### config.mk
export PLATFORM = sky130hd
export DESIGN_NAME = fnd_ctrl
export DESIGN_NICKNAME = d
export VERILOG_FILES = /design/src/fnd_pkg.sv /design/src/fnd_modulator.sv /design/src/fnd_ctrl.sv
export SDC_FILE = /design/constraint.sdc
export NUM_CORES = 1
export LEC_CHECK = 0
export BUFFER_PORTS_ARGS = -buffer_cell sky130_fd_sc_hd__buf_2
export CAP_MARGIN = 30
export CORE_MARGIN = 4
export CORE_UTILIZATION = 60
export DETAILED_ROUTE_END_ITERATION = 10
export PLACE_DENSITY = 0.8
export SKIP_CTS_REPAIR_TIMING = 1
export SYNTH_ARGS = -nofsm -noshare
export SYNTH_HDL_FRONTEND = slang
export SYNTH_SLANG_ARGS = --single-unit
### constraint.sdc
create_clock -name sys_clk_i -period 10.13 [get_ports sys_clk_i]
set_input_delay 0 -clock sys_clk_i [delete_from_list [all_inputs] [get_ports sys_clk_i]]
set_output_delay 0 -clock sys_clk_i [all_outputs]
set_load 0.03 [all_outputs]
### src/fnd_pkg.sv
// Purpose: shared constants for the fractional-N feedback divider control
// Assumes: registers written through a decoded word port from the serial front end
// Notes: register offsets are word indices of the main bank
package fnd_pkg;
	localparam int ADDR_W = 5;
	localparam int DATA_W = 24;
	localparam int INT_W = 19;
	localparam int FRAC_W = 24;
	localparam int NDIV_W = 20;
	localparam int RDIV_W = 14;
	localparam int EXACT_W = 14;
	localparam int ODIV_W = 6;
	localparam int FWD_ADDR_W = 3;
	localparam int FWD_DATA_W = 9;

	localparam logic [ADDR_W-1:0] OFS_REF_DIV = 5'h02;
	localparam logic [ADDR_W-1:0] OFS_INT = 5'h03;
	localparam logic [ADDR_W-1:0] OFS_FRAC = 5'h04;
	localparam logic [ADDR_W-1:0] OFS_FWD = 5'h05;
	localparam logic [ADDR_W-1:0] OFS_MOD_CFG = 5'h06;
	localparam logic [ADDR_W-1:0] OFS_EXACT = 5'h0C;

	// modulator configuration fields
	localparam int CFG_FRAC_EN_BIT = 11;
	localparam int CFG_BYPASS_BIT = 7;
	localparam int CFG_SEED_LSB = 0;
	localparam int CFG_W = 12;

	// forwarding word: subsystem address low, data above
	localparam int FWD_ADDR_LSB = 0;
	localparam int FWD_DATA_LSB = 3;
	localparam logic [FWD_ADDR_W-1:0] OSC_OUT_DIV_ADDR = 3'h2;

	// reset values
	localparam logic [RDIV_W-1:0] RST_REF_DIV = 14'h0001;
	localparam logic [INT_W-1:0] RST_INT = 19'h0_0019;
	localparam logic [FRAC_W-1:0] RST_FRAC = 24'h00_0000;
	localparam logic [CFG_W-1:0] RST_MOD_CFG = 12'h0082;
	localparam logic [EXACT_W-1:0] RST_EXACT = 14'h0000;
	localparam logic [ODIV_W-1:0] RST_OUT_DIV = 6'h01;

	// divide ranges
	localparam logic [INT_W-1:0] INT_MODE_MIN = 19'h0_0010;
	localparam logic [INT_W-1:0] INT_MODE_MAX = 19'h7_FFFF;
	localparam logic [INT_W-1:0] FRAC_MODE_MIN = 19'h0_0014;
	localparam logic [INT_W-1:0] FRAC_MODE_MAX = 19'h7_FFFC;
	localparam logic [ODIV_W-1:0] OUT_DIV_MAX = 6'h3E;

	// accumulator start phases selected by the seed field
	localparam logic [FRAC_W-1:0] SEED_PHASE_0 = 24'h00_0000;
	localparam logic [FRAC_W-1:0] SEED_PHASE_1 = 24'h80_0000;
	localparam logic [FRAC_W-1:0] SEED_PHASE_2 = 24'h5A_3C96;
	localparam logic [FRAC_W-1:0] SEED_PHASE_3 = 24'h2B_71D4;
endpackage : fnd_pkg

### src/fnd_modulator.sv
// Purpose: per-comparison divide value generator with binary and exact modes
// Assumes: advanced once per phase-detector comparison strobe
// Notes: full 24-bit modulus always kept; exact mode re-phases every step count
`timescale 1ns/1ps
module fnd_modulator (
	input wire logic sys_clk_i,
	input wire logic resetn_i,
	input wire logic tick_i,
	input wire logic load_i,
	input wire logic frac_mode_i,
	input wire logic [fnd_pkg::INT_W-1:0] int_i,
	input wire logic [fnd_pkg::FRAC_W-1:0] frac_i,
	input wire logic [fnd_pkg::EXACT_W-1:0] exact_i,
	input wire logic [1:0] seed_i,
	output logic [fnd_pkg::NDIV_W-1:0] ndiv_o
);
	import fnd_pkg::*;

	logic [INT_W-1:0] int_q, int_d;
	logic [FRAC_W-1:0] frac_q, frac_d;
	logic [FRAC_W-1:0] acc_q, acc_d;
	logic [EXACT_W-1:0] cnt_q, cnt_d;
	logic [NDIV_W-1:0] ndiv_q, ndiv_d;
	logic [FRAC_W:0] sum;
	logic [FRAC_W-1:0] seed_phase;
	logic exact_mode;
	logic period_end;

	function automatic logic [FRAC_W-1:0] seed_lut(input logic [1:0] sel);
		unique case (sel)
			2'd0: seed_lut = SEED_PHASE_0;
			2'd1: seed_lut = SEED_PHASE_1;
			2'd2: seed_lut = SEED_PHASE_2;
			2'd3: seed_lut = SEED_PHASE_3;
		endcase
	endfunction : seed_lut

	assign seed_phase = seed_lut(seed_i);
	// fixed 2^24 modulus, carry is the fractional step
	assign sum = {1'b0, acc_q} + {1'b0, frac_q};
	assign exact_mode = frac_mode_i && (exact_i != '0);
	assign period_end = exact_mode && (cnt_q + 14'h0001 >= exact_i);

	always_comb begin
		int_d = int_q;
		frac_d = frac_q;
		acc_d = acc_q;
		cnt_d = cnt_q;
		ndiv_d = ndiv_q;
		if (tick_i && load_i) begin
			int_d = int_i;
			frac_d = frac_i;
			acc_d = seed_phase;
			cnt_d = '0;
			ndiv_d = {1'b0, int_i};
		end else if (tick_i && frac_mode_i) begin
			ndiv_d = {1'b0, int_q} + {{(NDIV_W-1){1'b0}}, sum[FRAC_W]};
			acc_d = sum[FRAC_W-1:0];
			cnt_d = cnt_q + 14'h0001;
			// rephase after exact step count, exact carries per period
			if (period_end) begin
				acc_d = seed_phase;
				cnt_d = '0;
			end
		end else if (tick_i) begin
			ndiv_d = {1'b0, int_q};
		end
	end

	always_ff @(posedge sys_clk_i) begin
		if (!resetn_i) begin
			int_q <= RST_INT;
			frac_q <= RST_FRAC;
			acc_q <= SEED_PHASE_0;
			cnt_q <= '0;
			ndiv_q <= {1'b0, RST_INT};
		end else begin
			int_q <= int_d;
			frac_q <= frac_d;
			acc_q <= acc_d;
			cnt_q <= cnt_d;
			ndiv_q <= ndiv_d;
		end
	end

	assign ndiv_o = ndiv_q;
endmodule : fnd_modulator

### src/fnd_ctrl.sv
// Purpose: register bank, reference divider and divide-ratio control
// Assumes: serial front end presents decoded word writes and reads
// Notes: ref_in_i is asynchronous and synchronised before use
`timescale 1ns/1ps
////////////////////////////////////////////////////////////////////////////////
// Contract
// - integer mode accepts ratios 16 to 2^19-1 with modulator off.
// - output divider is 1 for fundamental or 2 to 62 from field.
// - oscillator subsystem written only through forwarding register 0x05.
// - fractional mode integer value lies between 20 and 524,284.
// - fractional part equals fractional register over 2^24.
// - reference divided by reference divider ratio gives compare rate.
// - oscillator equals compare rate times integer plus fraction.
// - fixed binary modulus, step equals compare rate over 2^24.
// - exact mode keeps the full 24-bit accumulator modulus.
// - exact register holds steps per integer interval, below 2^14.
// - exact mode yields target frequency without quantization error.
// - new fractional frequency reloads accumulator start phase from seed.
module fnd_ctrl (
	input wire logic sys_clk_i,
	input wire logic resetn_i,
	input wire logic ref_in_i,
	input wire logic reg_wr_i,
	input wire logic reg_rd_i,
	input wire logic [fnd_pkg::ADDR_W-1:0] reg_addr_i,
	input wire logic [fnd_pkg::DATA_W-1:0] reg_wdata_i,
	output logic [fnd_pkg::DATA_W-1:0] reg_rdata_o,
	output logic pd_tick_o,
	output logic [fnd_pkg::NDIV_W-1:0] ndiv_o,
	output logic frac_mode_o,
	output logic range_err_o,
	output logic fwd_valid_o,
	output logic [fnd_pkg::FWD_ADDR_W-1:0] fwd_addr_o,
	output logic [fnd_pkg::FWD_DATA_W-1:0] fwd_data_o,
	output logic [fnd_pkg::ODIV_W-1:0] out_div_o
);
	import fnd_pkg::*;

	////////////////////////////////////////////////////////////////////////////
	// register bank
	logic [RDIV_W-1:0] ref_div_q, ref_div_d;
	logic [INT_W-1:0] int_q, int_d;
	logic [FRAC_W-1:0] frac_q, frac_d;
	logic [CFG_W-1:0] cfg_q, cfg_d;
	logic [EXACT_W-1:0] exact_q, exact_d;
	logic [FWD_ADDR_W+FWD_DATA_W-1:0] fwd_q, fwd_d;
	logic [DATA_W-1:0] rdata_q, rdata_d;
	logic wr_ref, wr_int, wr_frac, wr_fwd, wr_cfg, wr_exact;
	logic frac_mode;

	assign wr_ref = reg_wr_i && (reg_addr_i == OFS_REF_DIV);
	assign wr_int = reg_wr_i && (reg_addr_i == OFS_INT);
	assign wr_frac = reg_wr_i && (reg_addr_i == OFS_FRAC);
	assign wr_fwd = reg_wr_i && (reg_addr_i == OFS_FWD);
	assign wr_cfg = reg_wr_i && (reg_addr_i == OFS_MOD_CFG);
	assign wr_exact = reg_wr_i && (reg_addr_i == OFS_EXACT);

	assign ref_div_d = wr_ref ? reg_wdata_i[RDIV_W-1:0] : ref_div_q;
	assign int_d = wr_int ? reg_wdata_i[INT_W-1:0] : int_q;
	assign frac_d = wr_frac ? reg_wdata_i[FRAC_W-1:0] : frac_q;
	assign cfg_d = wr_cfg ? reg_wdata_i[CFG_W-1:0] : cfg_q;
	// step count limited to 14 bits
	assign exact_d = wr_exact ? reg_wdata_i[EXACT_W-1:0] : exact_q;
	assign fwd_d = wr_fwd ? reg_wdata_i[FWD_ADDR_W+FWD_DATA_W-1:0] : fwd_q;

	// modulator in path only when enabled and not bypassed
	assign frac_mode = cfg_q[CFG_FRAC_EN_BIT] && !cfg_q[CFG_BYPASS_BIT];

	always_comb begin
		rdata_d = rdata_q;
		if (reg_rd_i) begin
			unique case (reg_addr_i)
				OFS_REF_DIV: rdata_d = {{(DATA_W-RDIV_W){1'b0}}, ref_div_q};
				OFS_INT: rdata_d = {{(DATA_W-INT_W){1'b0}}, int_q};
				OFS_FRAC: rdata_d = frac_q;
				OFS_FWD: rdata_d = {{(DATA_W-FWD_ADDR_W-FWD_DATA_W){1'b0}}, fwd_q};
				OFS_MOD_CFG: rdata_d = {{(DATA_W-CFG_W){1'b0}}, cfg_q};
				OFS_EXACT: rdata_d = {{(DATA_W-EXACT_W){1'b0}}, exact_q};
				default: rdata_d = '0;
			endcase
		end
	end

	always_ff @(posedge sys_clk_i) begin
		if (!resetn_i) begin
			ref_div_q <= RST_REF_DIV;
			int_q <= RST_INT;
			frac_q <= RST_FRAC;
			cfg_q <= RST_MOD_CFG;
			exact_q <= RST_EXACT;
			fwd_q <= '0;
			rdata_q <= '0;
		end else begin
			ref_div_q <= ref_div_d;
			int_q <= int_d;
			frac_q <= frac_d;
			cfg_q <= cfg_d;
			exact_q <= exact_d;
			fwd_q <= fwd_d;
			rdata_q <= rdata_d;
		end
	end

	assign reg_rdata_o = rdata_q;
	assign frac_mode_o = frac_mode;

	////////////////////////////////////////////////////////////////////////////
	// reference path
	logic ref_s1_q, ref_s2_q, ref_s3_q;
	logic [RDIV_W-1:0] ref_cnt_q, ref_cnt_d;
	logic ref_edge, tick;
	logic [RDIV_W-1:0] ref_ratio;

	assign ref_edge = ref_s2_q && !ref_s3_q;
	assign ref_ratio = (ref_div_q == '0) ? RST_REF_DIV : ref_div_q;
	// one compare strobe per ratio reference edges
	assign tick = ref_edge && (ref_cnt_q + 14'h0001 >= ref_ratio);
	assign ref_cnt_d = !ref_edge ? ref_cnt_q : (tick ? '0 : ref_cnt_q + 14'h0001);

	always_ff @(posedge sys_clk_i) begin
		if (!resetn_i) begin
			ref_s1_q <= 1'b0;
			ref_s2_q <= 1'b0;
			ref_s3_q <= 1'b0;
			ref_cnt_q <= '0;
		end else begin
			ref_s1_q <= ref_in_i;
			ref_s2_q <= ref_s1_q;
			ref_s3_q <= ref_s2_q;
			ref_cnt_q <= ref_cnt_d;
		end
	end

	assign pd_tick_o = tick;

	////////////////////////////////////////////////////////////////////////////
	// ratio staging and range limits
	logic pend_q, pend_d;
	logic commit;
	logic [INT_W-1:0] int_lim;

	function automatic logic [INT_W-1:0] limit(input logic [INT_W-1:0] v,
			input logic [INT_W-1:0] lo, input logic [INT_W-1:0] hi);
		if (v < lo)
			limit = lo;
		else if (v > hi)
			limit = hi;
		else
			limit = v;
	endfunction : limit

	// integer value held to the mode's legal range
	assign int_lim = frac_mode ? limit(int_q, FRAC_MODE_MIN, FRAC_MODE_MAX)
		: limit(int_q, INT_MODE_MIN, INT_MODE_MAX);
	assign range_err_o = (int_lim != int_q);

	// pair applied at one compare boundary
	assign commit = tick && pend_q;
	assign pend_d = wr_frac || wr_int || wr_cfg || wr_exact || (pend_q && !commit);

	always_ff @(posedge sys_clk_i) begin
		if (!resetn_i)
			pend_q <= 1'b1;
		else
			pend_q <= pend_d;
	end

	fnd_modulator u_mod (
		.sys_clk_i(sys_clk_i),
		.resetn_i(resetn_i),
		.tick_i(tick),
		.load_i(commit),
		.frac_mode_i(frac_mode),
		.int_i(int_lim),
		.frac_i(frac_q),
		.exact_i(exact_q),
		.seed_i(cfg_q[CFG_SEED_LSB+1:CFG_SEED_LSB]),
		.ndiv_o(ndiv_o)
	);

	////////////////////////////////////////////////////////////////////////////
	// oscillator subsystem forwarding
	logic fwd_valid_q;
	logic [FWD_ADDR_W-1:0] fwd_addr_q;
	logic [FWD_DATA_W-1:0] fwd_data_q;
	logic [ODIV_W-1:0] out_div_q, out_div_d, odiv_field;

	assign odiv_field = fwd_d[FWD_DATA_LSB+ODIV_W-1:FWD_DATA_LSB];
	// 0 or 1 means fundamental, above 62 held at 62
	assign out_div_d = !(wr_fwd && fwd_d[FWD_ADDR_W-1:0] == OSC_OUT_DIV_ADDR) ? out_div_q
		: (odiv_field < 6'h02) ? RST_OUT_DIV
		: (odiv_field > OUT_DIV_MAX) ? OUT_DIV_MAX : odiv_field;

	// subsystem reached only by forwarding writes
	always_ff @(posedge sys_clk_i) begin
		if (!resetn_i) begin
			fwd_valid_q <= 1'b0;
			fwd_addr_q <= '0;
			fwd_data_q <= '0;
			out_div_q <= RST_OUT_DIV;
		end else begin
			fwd_valid_q <= wr_fwd;
			fwd_addr_q <= wr_fwd ? fwd_d[FWD_ADDR_W-1:0] : fwd_addr_q;
			fwd_data_q <= wr_fwd ? fwd_d[FWD_DATA_LSB+FWD_DATA_W-1:FWD_DATA_LSB] : fwd_data_q;
			out_div_q <= out_div_d;
		end
	end

	assign fwd_valid_o = fwd_valid_q;
	assign fwd_addr_o = fwd_addr_q;
	assign fwd_data_o = fwd_data_q;
	assign out_div_o = out_div_q;
endmodule : fnd_ctrl

Word level (Yosys, flattened, before mapping):

Index checks and enable logic that the tools add are counted.
Widths: inputs -> output; s select.

* muxes and demuxes: 19
* add/sub/neg operators: 4
* equal/unequal tests: 11
* magnitude comparators: 8
* reduce and logical (&&, ||, !) cells: 30
* bitwise logic cells: 1

Operator list (number)
* $pmux 24 s6: 1
* $mux 19: 6
* $pmux 24 s4: 1
* $mux 24: 3
* $mux 14: 3
* $mux 20: 2
* $gt 19x19->1 const B: 2
* $lt 19x5->1 const B: 2
* $add 14x1->14 const B: 2
* $ge 14x14->1: 2
* $add 24x24->25: 1
* $add 19x1->20: 1
* $ne 19x19->1: 1
* $logic_and 1x1->1: 16
* $eq 5x3->1 const B: 3
* $logic_not 14->1: 1
* $reduce_bool 14->1: 1
* $mux 12: 1
* $mux 6: 2
* $eq 5x2->1 const B: 2
* $gt 6x6->1 const B: 1
* $lt 6x2->1 const B: 1
* $eq 5x4->1 const B: 1
* $eq 2x2->1 const B: 2
* other kinds (9): 15

* output and inout port bits: 66
* word-level logic and storage cells: 95
* register bits: 257
* input port bits: 34

Longest topological paths before layout:

* depth in word-level cells: 8
* mapped depth: 18
* mapped depth without buffers: 16

Cells and area by module:

Synthesis repeated with hierarchy kept, for this count alone.

* cell total of the unflattened synthesis: 1605
* area total of the unflattened synthesis: 13027.5 um2

By module, submodules not included
* fnd_ctrl: instances 1, area each 7095.6 um2, cells each 847, seq. area each 3123.0 um2
* fnd_modulator: instances 1, area each 5931.9 um2, cells each 758, seq. area each 2021.9 um2

Least setup slack after synthesis:

OpenSTA, ideal clock, no wires.

* path kind: register to register
* from: register ref_cnt_q[0]
* to: register u_mod.ndiv_q[1] (netlist: u_mod.ndiv_o[1])
* data arrival time: 3.560 ns
* setup time: 0.155 ns
* period minus slack after synthesis: 3.715 ns
* path slack: 6.415 ns
* buffers on the path: 2
* stages on the path, launching flop included: 17
* cells stage by stage: dfxtp_1 > ha_1 > and3_1 > and3_1 > and3_1 > and3_1 > nand3_1 > xnor2_1 > ha_1 > a211o_1 > a2111oi_4 > a211o_2 > inv_2 > buf_6 > clkbuf_1 > o21ai_0 > a31oi_1

* longest elaborated chain between the ends: 6
* elaborated cells on any way between the ends: 9

RTL lines
* start: declaration: RTL line fnd_ctrl.sv:110 `logic [RDIV_W-1:0] ref_cnt_q, ref_cnt_d;`
* start signal: assignment: RTL line fnd_ctrl.sv:130 `ref_cnt_q <= ref_cnt_d;`
* $add 14x1->14 *: RTL line fnd_ctrl.sv:117 `assign tick = ref_edge && (ref_cnt_q + 14'h0001 >= ref_ratio);`
* $ge 14x14->1 *: RTL line fnd_ctrl.sv:117
* $logic_and 1x1->1 *: RTL line fnd_ctrl.sv:117
* net pd_tick_o: RTL line fnd_ctrl.sv:28 `output logic pd_tick_o,`
* $logic_and 1x1->1 (on tied branches): RTL line fnd_modulator.sv:56, fnd_ctrl.sv:158
* $mux 20 / $logic_and 1x1->1 (equally long branches): RTL line fnd_modulator.sv:56, fnd_modulator.sv:50
* $mux 19 / $reduce_bool 3->1 (equally long branches)
* end signal: assignment: RTL line fnd_modulator.sv:76 `ndiv_q <= {1'b0, RST_INT};`
* end signal: assignment: RTL line fnd_modulator.sv:82 `ndiv_q <= ndiv_d;`
* end: declaration: RTL line fnd_modulator.sv:23 `logic [NDIV_W-1:0] ndiv_q, ndiv_d;`

Mark *: on every way through the listed nets, which the timed path passes. The rest lies on a longest branch.
A chain may end at the register's enable or synchronous reset.

Worst setup path in the final report:

* from: register ref_cnt_q[2]
* to: register u_mod.acc_q[18]

* longest elaborated chain between the ends: 6
* elaborated cells on any way between the ends: 8

RTL lines
* $add 14x1->14 *: RTL line fnd_ctrl.sv:117
* $ge 14x14->1 *: RTL line fnd_ctrl.sv:117
* $logic_and 1x1->1 *: RTL line fnd_ctrl.sv:117
* $logic_and 1x1->1: RTL line fnd_ctrl.sv:158 `assign commit = tick && pend_q;`
* $logic_and 1x1->1: RTL line fnd_modulator.sv:50 `if (tick_i && load_i) begin`
* $mux 24 / $reduce_bool 2->1 (equally long branches)
* end signal: assignment: RTL line fnd_modulator.sv:74 `acc_q <= SEED_PHASE_0;`
* end signal: assignment: RTL line fnd_modulator.sv:80 `acc_q <= acc_d;`
* end: declaration: RTL line fnd_modulator.sv:21 `logic [FRAC_W-1:0] acc_q, acc_d;`

Mark *: on every way between the ends. The rest lies on a longest branch, timed or not.

==> flow_summary.toml <==
[floorplan]
core.rowCount = 52
die-height_um = 153.2
start_util = 0.6173
core_area_mm2 = 0.02049
chipWidth_um = 153.2
die-area_mm2 = 0.02347
pin_count = 100

[final_layout]
multiInputGateArea_mm2 = 0.006930
synthToLayoutAreaGrowth_pct = 13.99
fin_util = 0.7037
drive_gt1_frac = 0.1072
final_net_count = 1767
regArea_mm2 = 0.005145
design_area_mm2 = 0.01442
n_antenna_cell = 0
fillCellCount = 1652

[clock_network]
clk_pin_slew_ns = 0.06
cts_root_buf = "clkbuf_16"
cts_buffer_depth = 3
cts_sinks = 257
worstSkewPairLatency_ns = 0.55
tritoncts = "built"
htreeDepth = 1
numCtsBuffers = 28

[synthesis]
ys_ff_latch = 257
synth_area_mm2 = 0.01265
synth_xor_area_frac = 0.03739
synthSimpleGateAreaFrac = 0.2246
synth_seq_area_share = 0.4067
async_flop_share = 0
synth_top_family_by_area = "simple AND/OR/NAND/NOR gates"
synth_compound_area_frac = 0.2101
synthMuxAreaShare = 0.01830
synth_cells = 1611
synth_fa_ha_area_frac = 0.05697
synth_warnings = 0
synth_top_area_cell = "dfxtp_1"
netlist.area_leader.share = 0.4067
syn_area_per_cell_um2 = 7.853
synth_edf_count = 0
ys_top_cells_by_area = "dfxtp_1, nand2_1, a21oi_1"
syn_nets = 1702
ys.flop_type = "dfxtp_1"
yosysUniqueCellTypes = 72

[critical_path]
crit_path_end_kind = "flip-flop"
path_buf_inv = 1
worst_ep_required_time_ns = 10.60
crit_family = "compound AO/OA/AOI/OAI gates"
path_max_fanout = 32
worstPathArrival_ns = 5.47
crit_slowest_cell = "a211o_2"
critical_path.max_stage_delay_ns = 0.58
path_cells = "nand3_1 -> nor3_1 -> and3_1 -> nand3_1 -> xnor2_1 -> ha_1 -> a21o_1 -> a211o_1 -> a2111oi_4 -> a211o_2 -> inv_2 -> nand2_1 -> nand2_1 -> a21oi_1 -> a31o_2"
startpoint_type = "flip-flop"
critPathKind = "reg -> reg"

[routing]
viasPerCell = 6.211
drt_first_pass_iters = 6
drc = 0
routedWlPerCell_um = 18.42
drt_iter0_drc = 1276
ant_nets = 0
route.vias.total = 12220
wl_um = 36220

[sta]
min_period_ns = 4.998
timing.final.ws_setup_ns = 5.132
slew_viol_final = 0
grt_setup_unrepaired = "false"
slew-limit-headroom = 0.2980
period_share = 0.4934
timing.fmax_mhz = 200.1
timing.hold.ws_ns = -0.02439
worst_slew_pin_slew_ns = 1.045
fin_tns_setup_ns = 0
setup-violations-final = 0
hold_viol = 1
finClkSkew_ns = 0.02862

[placed_design]
place_area_mm2 = 0.01313
dp_hpwl_um = 24530
gp_congestion = 0.9232
pre_cts_ws_ns = 5.249
portBuffers = 99

[run_status]
status = "finished with violations"
violations = "hold timing"

[power]
powerDensity_mw_per_mm2 = 156.9
p_leak_nw = 5.684
p_total_mw = 2.262
ir_drop_mv = 0.1786

[global_routing]
grt_first_pass_wirelength_um = 57690
grt.total_usage = 0.2924
grt_max_degree = 121
antenna_found_initial = 0
overflow = 0
grt_pass1_vias = 11160

[worst_hold_path]
hp-class = "in -> reg"

[run]
drv_cap = 0
placed cells by master, fill, tap and decap left out, types with 5 or more instances in the layout:
cell type      instances
and3_1                25
o31ai_1                6
nand3_1               54
nand3b_1               6
xor2_1                27
nand4_1               20
a21oi_1              220
xnor2_1               27
o21a_1                 5
clkinv_2               5
dlygate4sd3_1         28
nor4_1                12
a211o_1                6
nor4b_1                5
o21ai_0               75
ha_1                  56
dfxtp_1              257
a21o_1                14
nor3_1                15
buf_4                 12
a222oi_1              17
o221ai_1               5
nor3b_1                5
nand2_1              350
clkbuf_16             29
o211ai_1               9
buf_2                 99
nor2_1               105
o22ai_1                6
and2_1                 8
clkbuf_8               7
a31oi_1               19
and4_1                 6
a211oi_1              11
or3_1                  5
nand2b_1               9
inv_1                 32
mux2i_1               22
a22oi_1               18
metrics by stage:
step                      hold slack (ns)  std cells
final                            -0.02439       1967
after CTS                         -0.3444       1938
after global routing              0.01322       1967
after floorplan                    0.1240       1611
after global placement             0.2063       1887
after detailed placement           0.2106       1887
cell families after synthesis:
group | Yosys count
AO/OA/AOI/OAI | 440
XOR/XNOR | 54
adder cells (fa/ha/maj) | 57
buffers and inverters | 139
flip-flops | 257
multiplexers | 23
AND/OR/NAND/NOR | 641
cell usage after synthesis (5+ instances only):
cell,n
dfxtp_1,257
a22oi_1,18
and3_1,25
ha_1,56
nor3_1,15
buf_4,8
o21ai_0,75
a21oi_1,220
nand2b_1,9
o21a_1,5
a222oi_1,17
nor4_1,13
a211o_1,6
and4_1,6
xnor2_1,27
nor4b_1,5
a211oi_1,11
o31ai_1,6
buf_2,6
o22ai_1,6
nor2_1,105
xor2_1,27
nand2_1,350
and2_1,8
clkbuf_1,82
a21o_1,14
or3_1,5
nand3_1,54
o211ai_1,9
mux2i_1,22
inv_1,32
nand4_1,20
buf_1,5
a31oi_1,19
o221ai_1,5
nand3b_1,6
nor3b_1,5
tightest hold or removal path, delay by kind of cell:
kind / cells / cell delay [ns]
AOI/OAI and AO/OA: 1 / 0.06
and+or+nand+nor: 3 / 0.27
buffers and inverters: 1 / 0.13
report_power, final:
part / switching [mW] / internal [mW]
sequential: 0.0119 / 1.02
clock: 0.420 / 0.673
combinational: 0.0939 / 0.0397
final cells by class:
cell class,instances,area share
clock inverter,13,0.01223
timing repair buffer,139,0.06004
sequential,257,0.3568
clock buffer,38,0.05752
inverter,35,0.009457
tap,270,0.02343
multi-input combinational,1215,0.4806
state kept, by name, indices dropped and copies added, names as in the netlist, 3 cells and up:
| signal | flops |
|---|---|
| frac_q | 24 |
| reg_rdata_o | 24 |
| u_mod.acc_q | 24 |
| u_mod.frac_q | 24 |
| u_mod.ndiv_o | 20 |
| int_q | 19 |
| u_mod.int_q | 19 |
| exact_q | 14 |
| ref_cnt_q | 14 |
| ref_div_q | 14 |
| u_mod.cnt_q | 14 |
| cfg_q | 12 |
| fwd_q | 12 |
| fwd_data_o | 9 |
| out_div_o | 6 |
| fwd_addr_o | 3 |
layer usage:
layer / up-vias / track usage / wire length (µm)
met2: 590 / 0.4618 / 16200
met1: 5723 / 0.4134 / 15420
met4: 0 / 0.09546 / 1268
met3: 100 / 0.04297 / 3335
met5: - / 0 / 0
li1: 5804 / - / -
final timing paths:
path,start,end,slack [ns],depth (start not counted)
worst min-delay path,reg_addr_i[2],exact_q[6],-0.02,5
worst max-delay path,ref_cnt_q[2],u_mod.acc_q[18],5.13,15
worst min register to register,ref_s1_q,ref_s2_q,0.43,1
worst max register to register,ref_cnt_q[2],u_mod.acc_q[18],5.13,15
Power figures use the tool's default switching activity.
